==> src/pkg/spt_pkg.sv <==
// Constants and types for the supply-pulse threshold programmer
package spt_pkg;

  // ----------------------------------------
  // Timing
  // ----------------------------------------
  localparam int CLK_MHZ = 250;
  // Least width of a counted pulse (sequence_pulse_width)
  localparam int T_SEQ_PULSE_NS = 20000;
  // Short/long split, between sequence and fuse_pulse_width minimums
  localparam int T_LONG_SPLIT_NS = 60000;
  // Quiet time that closes a provisional address group
  localparam int T_IDLE_NS = 1000000;
  localparam int SEQ_PULSE_CYC = (T_SEQ_PULSE_NS * CLK_MHZ + 999) / 1000;
  localparam int LONG_SPLIT_CYC = (T_LONG_SPLIT_NS * CLK_MHZ + 999) / 1000;
  localparam int IDLE_CYC = (T_IDLE_NS * CLK_MHZ + 999) / 1000;

  // ----------------------------------------
  // Code layout
  // ----------------------------------------
  localparam int CODE_W = 5;
  localparam int ADDR_W = 6;
  localparam logic [5:0] LOCK_ADDR = 6'h20;
  localparam logic [5:0] ADDR_MAX = 6'h3f;
  localparam logic [4:0] HYST_STEPS_RST = 5'h01;

  // ----------------------------------------
  // Register map (byte offsets)
  // ----------------------------------------
  localparam logic [7:0] REG_STATUS = 8'h00;
  localparam logic [7:0] REG_CODE = 8'h04;
  localparam logic [7:0] REG_CTRL = 8'h08;
  localparam int CTRL_EN_BIT = 0;
  localparam int CTRL_CLR_BIT = 1;
  localparam logic CTRL_EN_RST = 1'b1;
  localparam int STAT_ADDR_LSB = 8;
  localparam int STAT_LOCK_BIT = 16;
  localparam int STAT_PLOCK_BIT = 17;
  localparam int STAT_BLOW_BIT = 18;
  localparam int STAT_SUP_BIT = 19;
  localparam int CODE_PROV_LSB = 8;
  localparam int CODE_FUSE_LSB = 16;

  typedef enum logic [2:0] {
    ST_IDLE, ST_KEY1, ST_KEY2, ST_ADDR, ST_FUSE, ST_DONE
  } spt_state_t;

endpackage : spt_pkg

==> src/hdl/spt_programmer.sv <==
// Supply-pulse threshold programmer with classic Wishbone registers
// What this block does
// - Operate threshold code is five bits, 31 steps, one bitfield each.
// - Release threshold follows operate threshold by a fixed hysteresis.
// - Each mid pulse in addressing advances the address counter until it saturates at ADDR_MAX.
// - Short high pulse separates groups; long high pulse blows addressed fuse.
// - Supply near zero clears provisional bits and address state.
// - Three levels: hold, count, high; zero clears.
// - Provisional and permanent sequences match except the fuse pulse.
// - Sequence order: enable key, address group, optional fuse pulse.
// - A blown bitfield fuse reads as one forever.
// - Unset bitfields read zero; zero bitfields are never fused.
// - Provisional try uses address count equal to decimal value.
// - Permanent coding writes each one-bit by its own address.
// - Addressing opens after short high, mid, short high, unbroken.
// - Address equals count of mid pulses after the key.
// - Lock bit at address 32; once blown all coding is refused.
//
// The placing of the registers and the Wishbone slave port were left to the implementer.
`timescale 1ns/1ns
module spt_programmer import spt_pkg::*; #(
  parameter int SEQ_CYC = SEQ_PULSE_CYC,
  parameter int LONG_CYC = LONG_SPLIT_CYC,
  parameter int IDLE_TMO_CYC = IDLE_CYC,
  parameter logic [4:0] HYST_STEPS = HYST_STEPS_RST
) (
  // Clock and reset
  input wire logic CLK_IN,
  input wire logic SYS_RST_IN,
  // Supply comparators
  input wire logic SUP_PRESENT_IN,
  input wire logic SUP_MID_IN,
  input wire logic SUP_HIGH_IN,
  // Fuse array
  input wire logic [4:0] FUSE_BITS_IN,
  input wire logic FUSE_LOCK_IN,
  output logic FUSE_BLOW_OUT,
  output logic [5:0] FUSE_SEL_OUT,
  // Thresholds and lock state
  output logic [4:0] OPERATE_CODE_OUT,
  output logic [4:0] RELEASE_CODE_OUT,
  output logic LOCKED_OUT,
  // Wishbone slave
  input wire logic WB_CYC_IN,
  input wire logic WB_STB_IN,
  input wire logic WB_WE_IN,
  input wire logic [7:0] WB_ADR_IN,
  input wire logic [3:0] WB_SEL_IN,
  input wire logic [31:0] WB_DAT_IN,
  output logic [31:0] WB_DAT_OUT,
  output logic WB_ACK_OUT
);

  // ----------------------------------------
  // Declarations
  // ----------------------------------------
  spt_state_t state_r, state_nxt;
  logic [5:0] addr_r, addr_nxt;
  logic [4:0] prov_r;
  logic prov_lock_r;
  logic [5:0] fs0_r, fs1_r, fs2_r, fuse_r;
  logic [19:0] idle_r;
  logic en_r;
  logic clr_r;
  logic ack_r;
  logic [31:0] dat_r;
  logic blow_r;
  logic [5:0] sel_r;
  logic [4:0] code_r;
  logic [4:0] rel_r;
  logic present, high_lvl;
  logic ev_mid, ev_short, ev_long, ev_end;
  logic commit, wipe, idle_hit;
  logic supply_lost;
  logic addr_bit_ok, addr_lock, addr_prov_ok;

  // ----------------------------------------
  // Pulse classifier
  // ----------------------------------------
  spt_pulse_class #(
    .SEQ_CYC(SEQ_CYC),
    .LONG_CYC(LONG_CYC)
  ) u_class (
    .clk_in(CLK_IN),
    .rst_in(SYS_RST_IN),
    .lvl_in({SUP_HIGH_IN, SUP_MID_IN, SUP_PRESENT_IN}),
    .present_out(present),
    .high_out(high_lvl),
    .ev_mid_out(ev_mid),
    .ev_short_out(ev_short),
    .ev_long_out(ev_long),
    .ev_end_out(ev_end)
  );

  // ----------------------------------------
  // Fuse state sync
  // ----------------------------------------
  // Fuse sense lines are static, so a vector sync is safe here
  always_ff @(posedge CLK_IN or posedge SYS_RST_IN) begin
    if (SYS_RST_IN) begin
      fs0_r <= 6'h00;
      fs1_r <= 6'h00;
      fs2_r <= 6'h00;
      fuse_r <= 6'h00;
    end else begin
      fs0_r <= {FUSE_LOCK_IN, FUSE_BITS_IN};
      fs1_r <= fs0_r;
      fs2_r <= fs1_r;
      if (fs1_r == fs2_r) begin
        fuse_r <= fs2_r;
      end
    end
  end

  // ----------------------------------------
  // Address decode
  // ----------------------------------------
  // Fusing: address n selects code bit n-1
  assign addr_bit_ok = (addr_r != 6'h00) && (addr_r <= 6'(CODE_W));
  assign addr_lock = (addr_r == LOCK_ADDR);
  // Provisional try: count is the code value itself
  assign addr_prov_ok = (addr_r != 6'h00) && (addr_r < LOCK_ADDR);
  assign idle_hit = (idle_r == 20'(IDLE_TMO_CYC - 1));
  // Supply loss and disable always win; a software clear can lose to a commit
  assign supply_lost = !present || !en_r;
  // Zero supply or a software clear wipes the sequence, address and fuse drive state
  assign wipe = supply_lost || clr_r;
  // Group closes at the next separator or after a quiet spell
  assign commit = (state_r == ST_ADDR) && (ev_short || idle_hit);

  // ----------------------------------------
  // Sequence state machine
  // ----------------------------------------
  always_comb begin
    state_nxt = state_r;
    addr_nxt = addr_r;
    unique case (state_r)
      ST_IDLE: begin
        if (ev_short) begin
          state_nxt = ST_KEY1;
        end
      end
      ST_KEY1: begin
        // A long pulse inside the key is a broken key, not a fuse request
        if (ev_mid) begin
          state_nxt = ST_KEY2;
        end else if (ev_long) begin
          state_nxt = ST_IDLE;
        end
      end
      ST_KEY2: begin
        if (ev_short) begin
          state_nxt = ST_ADDR;
          addr_nxt = 6'h00;
        end else if (ev_mid || ev_long) begin
          state_nxt = ST_IDLE;
        end
      end
      ST_ADDR: begin
        if (ev_mid) begin
          if (addr_r != ADDR_MAX) begin
            addr_nxt = addr_r + 6'h01;
          end
        end else if (ev_short) begin
          // The separator doubles as the first key pulse of the next one
          state_nxt = ST_KEY1;
        end else if (ev_long) begin
          state_nxt = (addr_bit_ok || addr_lock) ? ST_FUSE : ST_DONE;
        end else if (idle_hit) begin
          state_nxt = ST_IDLE;
        end
      end
      ST_FUSE: begin
        if (ev_end || !high_lvl) begin
          state_nxt = ST_DONE;
        end
      end
      ST_DONE: begin
        // Supply loss, a disable or a software clear must come before the next permanent sequence
        state_nxt = ST_DONE;
      end
      // Two codes of the state word are unused; an upset falls back to idle
      default: begin
        state_nxt = ST_IDLE;
      end
    endcase
  end

  always_ff @(posedge CLK_IN or posedge SYS_RST_IN) begin
    if (SYS_RST_IN) begin
      state_r <= ST_IDLE;
      addr_r <= 6'h00;
    end else if (wipe || fuse_r[5]) begin
      state_r <= ST_IDLE;
      addr_r <= 6'h00;
    end else begin
      state_r <= state_nxt;
      addr_r <= addr_nxt;
    end
  end

  // ----------------------------------------
  // Idle timer for the address group
  // ----------------------------------------
  // Without it a lone provisional try would never commit
  always_ff @(posedge CLK_IN or posedge SYS_RST_IN) begin
    if (SYS_RST_IN) begin
      idle_r <= 20'h0;
    end else if (state_r != ST_ADDR || ev_mid || ev_short || ev_long) begin
      idle_r <= 20'h0;
    end else if (!idle_hit) begin
      idle_r <= idle_r + 20'h1;
    end
  end

  // ----------------------------------------
  // Provisional bitfields
  // ----------------------------------------
  // Earlier sequences are kept until supply loss, a disable or a software clear
  always_ff @(posedge CLK_IN or posedge SYS_RST_IN) begin
    if (SYS_RST_IN) begin
      prov_r <= 5'h00;
      prov_lock_r <= 1'b0;
    end else if (supply_lost) begin
      prov_r <= 5'h00;
      prov_lock_r <= 1'b0;
    end else if (commit && !fuse_r[5]) begin
      // A commit beats a software clear in the same cycle
      if (addr_prov_ok) begin
        prov_r <= (clr_r ? 5'h00 : prov_r) | addr_r[4:0];
      end else if (clr_r) begin
        prov_r <= 5'h00;
      end
      if (addr_lock) begin
        prov_lock_r <= 1'b1;
      end else if (clr_r) begin
        prov_lock_r <= 1'b0;
      end
    end else if (clr_r) begin
      prov_r <= 5'h00;
      prov_lock_r <= 1'b0;
    end
  end

  // ----------------------------------------
  // Fuse drive
  // ----------------------------------------
  // Held from the long split to the end of the pulse; the pulse supplies the blow energy
  always_ff @(posedge CLK_IN or posedge SYS_RST_IN) begin
    if (SYS_RST_IN) begin
      blow_r <= 1'b0;
      sel_r <= 6'h00;
    end else if (wipe || fuse_r[5]) begin
      blow_r <= 1'b0;
      sel_r <= 6'h00;
    end else if (state_r == ST_ADDR && ev_long && (addr_bit_ok || addr_lock)) begin
      blow_r <= 1'b1;
      sel_r <= addr_r;
    end else if (state_r == ST_FUSE && (ev_end || !high_lvl)) begin
      blow_r <= 1'b0;
    end
  end

  // ----------------------------------------
  // Threshold codes
  // ----------------------------------------
  always_ff @(posedge CLK_IN or posedge SYS_RST_IN) begin
    if (SYS_RST_IN) begin
      code_r <= 5'h00;
      rel_r <= 5'h00;
    end else begin
      // Unset bits read zero; blown fuses always read one
      code_r <= prov_r | fuse_r[4:0];
      // Release point has no bits of its own
      rel_r <= (code_r > HYST_STEPS) ? code_r - HYST_STEPS : 5'h00;
    end
  end

  // ----------------------------------------
  // Wishbone slave
  // ----------------------------------------
  always_ff @(posedge CLK_IN or posedge SYS_RST_IN) begin
    if (SYS_RST_IN) begin
      ack_r <= 1'b0;
    end else begin
      ack_r <= WB_CYC_IN && WB_STB_IN && !ack_r;
    end
  end

  // Writes land on the edge where the master sees ack
  always_ff @(posedge CLK_IN or posedge SYS_RST_IN) begin
    if (SYS_RST_IN) begin
      en_r <= CTRL_EN_RST;
      clr_r <= 1'b0;
    end else begin
      clr_r <= 1'b0;
      if (ack_r && WB_CYC_IN && WB_STB_IN && WB_WE_IN && WB_SEL_IN[0]
          && WB_ADR_IN == REG_CTRL) begin
        en_r <= WB_DAT_IN[CTRL_EN_BIT];
        clr_r <= WB_DAT_IN[CTRL_CLR_BIT];
      end
    end
  end

  // Unmapped offsets answer with zero
  always_ff @(posedge CLK_IN or posedge SYS_RST_IN) begin
    if (SYS_RST_IN) begin
      dat_r <= 32'h0;
    end else if (WB_CYC_IN && WB_STB_IN && !ack_r) begin
      unique case (WB_ADR_IN)
        REG_STATUS: begin
          dat_r <= {12'h000, present, blow_r, prov_lock_r, fuse_r[5],
                    2'b00, addr_r, 5'h00, 3'(state_r)};
        end
        REG_CODE: begin
          dat_r <= {11'h000, fuse_r[4:0], 3'h0, prov_r, 3'h0, code_r};
        end
        REG_CTRL: begin
          dat_r <= {31'h0, en_r};
        end
        default: begin
          dat_r <= 32'h0;
        end
      endcase
    end
  end

  // ----------------------------------------
  // Outputs
  // ----------------------------------------
  assign WB_ACK_OUT = ack_r;
  assign WB_DAT_OUT = dat_r;
  assign FUSE_BLOW_OUT = blow_r;
  assign FUSE_SEL_OUT = sel_r;
  assign OPERATE_CODE_OUT = code_r;
  assign RELEASE_CODE_OUT = rel_r;
  assign LOCKED_OUT = fuse_r[5];

endmodule : spt_programmer

==> src/hdl/spt_pulse_class.sv <==
// Supply level synchroniser and pulse classifier
`timescale 1ns/1ns
module spt_pulse_class import spt_pkg::*; #(
  parameter int SEQ_CYC = SEQ_PULSE_CYC,
  parameter int LONG_CYC = LONG_SPLIT_CYC
) (
  // Clock and reset
  input wire logic clk_in,
  input wire logic rst_in,
  // Level comparator pins: present, mid, high
  input wire logic [2:0] lvl_in,
  // Synchronised levels and classified events
  output logic present_out,
  output logic high_out,
  output logic ev_mid_out,
  output logic ev_short_out,
  output logic ev_long_out,
  output logic ev_end_out
);

  // ----------------------------------------
  // Three-stage sync, change taken once stages agree
  // ----------------------------------------
  logic [2:0] s0_r, s1_r, s2_r, lvl_r;
  logic [19:0] cnt_r;
  logic saw_high_r, long_r, mid_d_r;

  genvar g;
  for (g = 0; g < 3; g++) begin : g_sync
    always_ff @(posedge clk_in or posedge rst_in) begin
      if (rst_in) begin
        s0_r[g] <= 1'b0;
        s1_r[g] <= 1'b0;
        s2_r[g] <= 1'b0;
        lvl_r[g] <= 1'b0;
      end else begin
        s0_r[g] <= lvl_in[g];
        s1_r[g] <= s0_r[g];
        s2_r[g] <= s1_r[g];
        if (s1_r[g] == s2_r[g]) begin
          lvl_r[g] <= s2_r[g];
        end
      end
    end
  end

  // Mid comparator also trips at high level; hold level is present only
  wire logic mid_lvl = lvl_r[1] | lvl_r[2];
  assign present_out = lvl_r[0];
  assign high_out = lvl_r[2];

  // ----------------------------------------
  // Width measurement
  // ----------------------------------------
  always_ff @(posedge clk_in or posedge rst_in) begin
    if (rst_in) begin
      cnt_r <= 20'h0;
      saw_high_r <= 1'b0;
      long_r <= 1'b0;
      mid_d_r <= 1'b0;
      ev_mid_out <= 1'b0;
      ev_short_out <= 1'b0;
      ev_long_out <= 1'b0;
      ev_end_out <= 1'b0;
    end else begin
      mid_d_r <= mid_lvl;
      ev_mid_out <= 1'b0;
      ev_short_out <= 1'b0;
      ev_long_out <= 1'b0;
      ev_end_out <= 1'b0;
      if (mid_lvl && !mid_d_r) begin
        cnt_r <= 20'h0;
        saw_high_r <= lvl_r[2];
        long_r <= 1'b0;
      end else if (mid_lvl) begin
        if (cnt_r != 20'hfffff) begin
          cnt_r <= cnt_r + 20'h1;
        end
        if (lvl_r[2]) begin
          saw_high_r <= 1'b1;
        end
        // Long is flagged at the split, so a fuse can blow mid-pulse
        if (saw_high_r && !long_r && cnt_r == 20'(LONG_CYC - 1)) begin
          long_r <= 1'b1;
          ev_long_out <= 1'b1;
        end
      end else if (mid_d_r) begin
        // Narrow glitches are dropped as supply noise
        if (cnt_r >= 20'(SEQ_CYC - 1)) begin
          ev_mid_out <= !saw_high_r;
          ev_short_out <= saw_high_r && !long_r;
        end
        ev_end_out <= saw_high_r;
      end
    end
  end

endmodule : spt_pulse_class

==> config.mk <==
export PLATFORM = sky130hd
export DESIGN_NAME = spt_programmer
export DESIGN_NICKNAME = d
export VERILOG_FILES = /design/src/pkg/spt_pkg.sv /design/src/hdl/spt_programmer.sv /design/src/hdl/spt_pulse_class.sv
export SDC_FILE = /design/constraint.sdc
export NUM_CORES = 1
export LEC_CHECK = 0
export ABC_AREA = 0
export BUFFER_PORTS_ARGS = -buffer_cell sky130_fd_sc_hd__buf_4
export CAP_MARGIN = 20
export CORE_MARGIN = 2
export CORE_UTILIZATION = 58
export CTS_BUF_LIST = sky130_fd_sc_hd__clkbuf_4 sky130_fd_sc_hd__clkbuf_8
export DETAILED_ROUTE_END_ITERATION = 16
export PLACE_DENSITY_LB_ADDON = 0.25
export SLEW_MARGIN = 30
export SYNTH_ARGS = -nofsm -noshare
export SYNTH_HDL_FRONTEND = slang
export SYNTH_SLANG_ARGS = --single-unit
==> constraint.sdc <==
create_clock -name CLK_IN -period 5.4 [get_ports CLK_IN]
set_clock_uncertainty 0.15 [all_clocks]
set_input_delay 0.81 -clock CLK_IN [delete_from_list [all_inputs] [get_ports CLK_IN]]
set_output_delay 0.81 -clock CLK_IN [all_outputs]
set_load 0.05 [all_outputs]
==> results by group <==
Place
  – Buffers on Ports: 59
  – Pre-CTS setup slack: 2860 ps
  – Final HPWL DP: 8.35 mm
  – GPL Wtd Cong: 0.892

Floorplan
  – Initial Utilization: 59.5%
  – Die area: approximately 0.011 mm^2
  – Rows: 37
  – I/O pins: 109
  – Placeable Area: 0.0103 mm^2
  – Die height: about 110 um
  – Die W: approximately 110 um

Status
  – Status: finished clean

Clocking
  – CTS root buffer: clkbuf_8
  – TritonCTS Sinks: 134
  – CTS Buf Count: 17
  – Clock slew at reported path FFs: approximately 80 ps
  – Post-CTS Resized: 0
  – Clk_lat worst skew: 430 ps
  – CTS tree: done
  – CTS H-tree lvls: 4
  – Hold-fix buffers, CTS: 0
  – Setup Buffers After CTS: 0
  – Clock Path Buffers: 2

Layout
  – Most frequent cells in the layout: 133 x dfrtp_1, 62 x buf_4, 55 x nand2_1
  – Most common cell after layout, fill and taps aside: dfrtp_1
  – Layout area overhead: 13.8%
  – Share of cells above drive strength 1: 18.6%
  – Register area: roughly 0.0034 mm^2
  – Final net count: ~700
  – Multi-input logic area: 0.00256 mm^2
  – Antenna Cells: 0
  – Layout fillers: between 800 and 900

Drt
  – Avg Vias per Cell: 5.80
  – Vias after detailed routing: 4,567
  – Routed Wire Length: 11.9 mm
  – Initial DRC count: 250
  – Drt pass-1 iters: 5
  – Antenna-violating nets left: 0
  – Residual DRC: 0
  – Routed wire per std cell: 15.1 um

STA
  – Maximum clock rate: just under 400 MHz
  – RSZ-0062 raised after global routing: no
  – Slew headroom: a little under half
  – Period utilisation layout: 47.5%
  – Final setup violation count: 0
  – Pins Over Slew Limit: 0
  – Tmin final: 2570 ps
  – Final TNS setup: 0 ps
  – Worst-Margin Slew: 810 ps
  – Hold Violations, Final: 0
  – Final setup margin: 2830 ps

Critical path
  – Crit-path cells: nand4_1 > o41ai_1 > nor2_1 > and3_1 > a211o_1
  – Critical Path Max Stage Delay: 800 ps
  – CP Capture Type: flip-flop
  – CP max FO: 17
  – CP arrival: 2730 ps
  – CP delay by family, top: compound AO/OA/AOI/OAI gates
  – Worst setup path class: reg -> reg
  – Required time worst endpoint: 5570 ps
  – Crit start category: flip-flop
  – CP max-delay cell: o41ai_1
  – Worst path bufs/invs: 0

Synthesis
  – Post-synthesis compound-gate area fraction: 10.5%
  – Synth cell types: between 60 and 70
  – Cells after synthesis: 584
  – Post-synthesis adder-cell area fraction: 1.91%
  – Main synth FF type: dfrtp_1
  – Multiplexer area fraction after synthesis: just over 4%
  – Register bit total from synthesis: 134
  – Post-synth EDFFs: 0
  – Synth Area in Simple Gates: 19.9%
  – Cell area after synthesis: 0.00615 mm^2
  – Sequential area share after synthesis: 54.6%
  – Ys async rst share: 100%
  – Syn Area/Cell: between 10 and 15 um^2
  – Largest family of logic cells by synthesized area: simple AND/OR/NAND/NOR gates
  – YS warnings: 0
  – Xor-xnor portion of the synthesized cell area: about 4.3%

Job
  – Total of max-cap violations: 0

Worst hold path
  – Tightest Hold Check Type: reg -> reg

Power
  – Leakage power: between 3 and 4 nW
  – PD cells: 331 mW/mm^2
  – Max IR drop VDD: between 300 and 400 uV

GRT
  – Initial antenna violation count: 0
  – Vias in the first global route: between 4,000 and 5,000
  – First-pass GRT wire length: 20.3 mm
  – Total track usage: 22.4%
  – Largest net degree at the start of global routing: 92
  – Global route total overflow: 0
final cells by class:
cell class	count	share of cell area [%]
sequential	134	48.0
multi-input combinational	408	36.6
timing repair buffer	62	6.66
clock buffer	18	3.45
tap	136	2.43
clock inverter	14	1.99
inverter	15	0.877
cell families (layout without fill, tap and decap cells):
family / after synthesis / count (layout)
buf+inv: 57 / 109
flops: 134 / 134
mux: 24 / 24
simple gates: 234 / 234
fa+ha+maj: 10 / 10
other cells: 1 / 16
xor+xnor: 30 / 30
compound gates: 94 / 94
cell usage after synthesis, types with 6 or more instances:
cell,count,area (um^2)
ha_1,7,87.6
dfrtp_1,133,3330
inv_1,15,56.3
nor2b_1,8,50.1
o311ai_0,6,52.6
nand3_1,18,90.1
mux2i_1,17,170
o21ai_0,22,110
xnor2_1,17,149
nor3_1,13,65.1
xor2_1,13,114
a21oi_1,23,115
or3_1,8,50.1
buf_4,17,128
clkbuf_1,22,82.6
mux2_2,7,78.8
nor4_1,17,106
a32o_1,8,80.1
nor2_1,53,199
nand2_1,55,206
and3_1,12,75.1
or2_2,10,62.6
nand4_1,10,62.6
metrics by stage:
stage | cell area [um^2] | power, mW | hold WS [ps] | utilization (%) | cells
floorplan | 6200 | 1.44 | 181 | - | 599
global placement | 6610 | 1.54 | 183 | 64.0 | 755
detailed placement | 6610 | 1.55 | 186 | 64.1 | 755
CTS | 6990 | 2.34 | 205 | 67.7 | 787
global route | 6990 | 2.42 | 208 | 67.7 | 787
finish | 6990 | 2.32 | 203 | 67.7 | 787
metal layers:
layer | part of all wire [%] | GRT usage (%) | vias to the layer above
li1 | - | - | 2156
met1 | 45 | 30.9 | 2260
met2 | 50 | 35.4 | 136
met3 | 4.3 | 4.56 | 15
met4 | 1.3 | 8.16 | 0
met5 | 0 | 0 | -
power by group:
part	total (mW)	switching [mW]	internal (mW)
logic	0.380	0.255	0.126
registers	1.15	0.0744	1.08
clock network	0.787	0.406	0.381
final timing paths:
path,slack [ps],depth (start not counted),end,startpoint
max in group asynchronous,3680,3,prov_r[3]$_DFF_PP0_,SYS_RST_IN
setup reg to reg,2830,5,u_class.cnt_r[13]$_DFFE_PP0P_,u_class.mid_d_r$_DFF_PP0_
min in group asynchronous,380,2,fs0_r[5]$_DFF_PP0_,SYS_RST_IN
hold / removal,200,0,u_class.s1_r[1]$_DFF_PP0_,u_class.s0_r[1]$_DFF_PP0_
hold reg to reg,200,0,u_class.s1_r[1]$_DFF_PP0_,u_class.s0_r[1]$_DFF_PP0_
setup / recovery,2830,5,u_class.cnt_r[13]$_DFFE_PP0P_,u_class.mid_d_r$_DFF_PP0_
(Power assumes the default switching activity.)
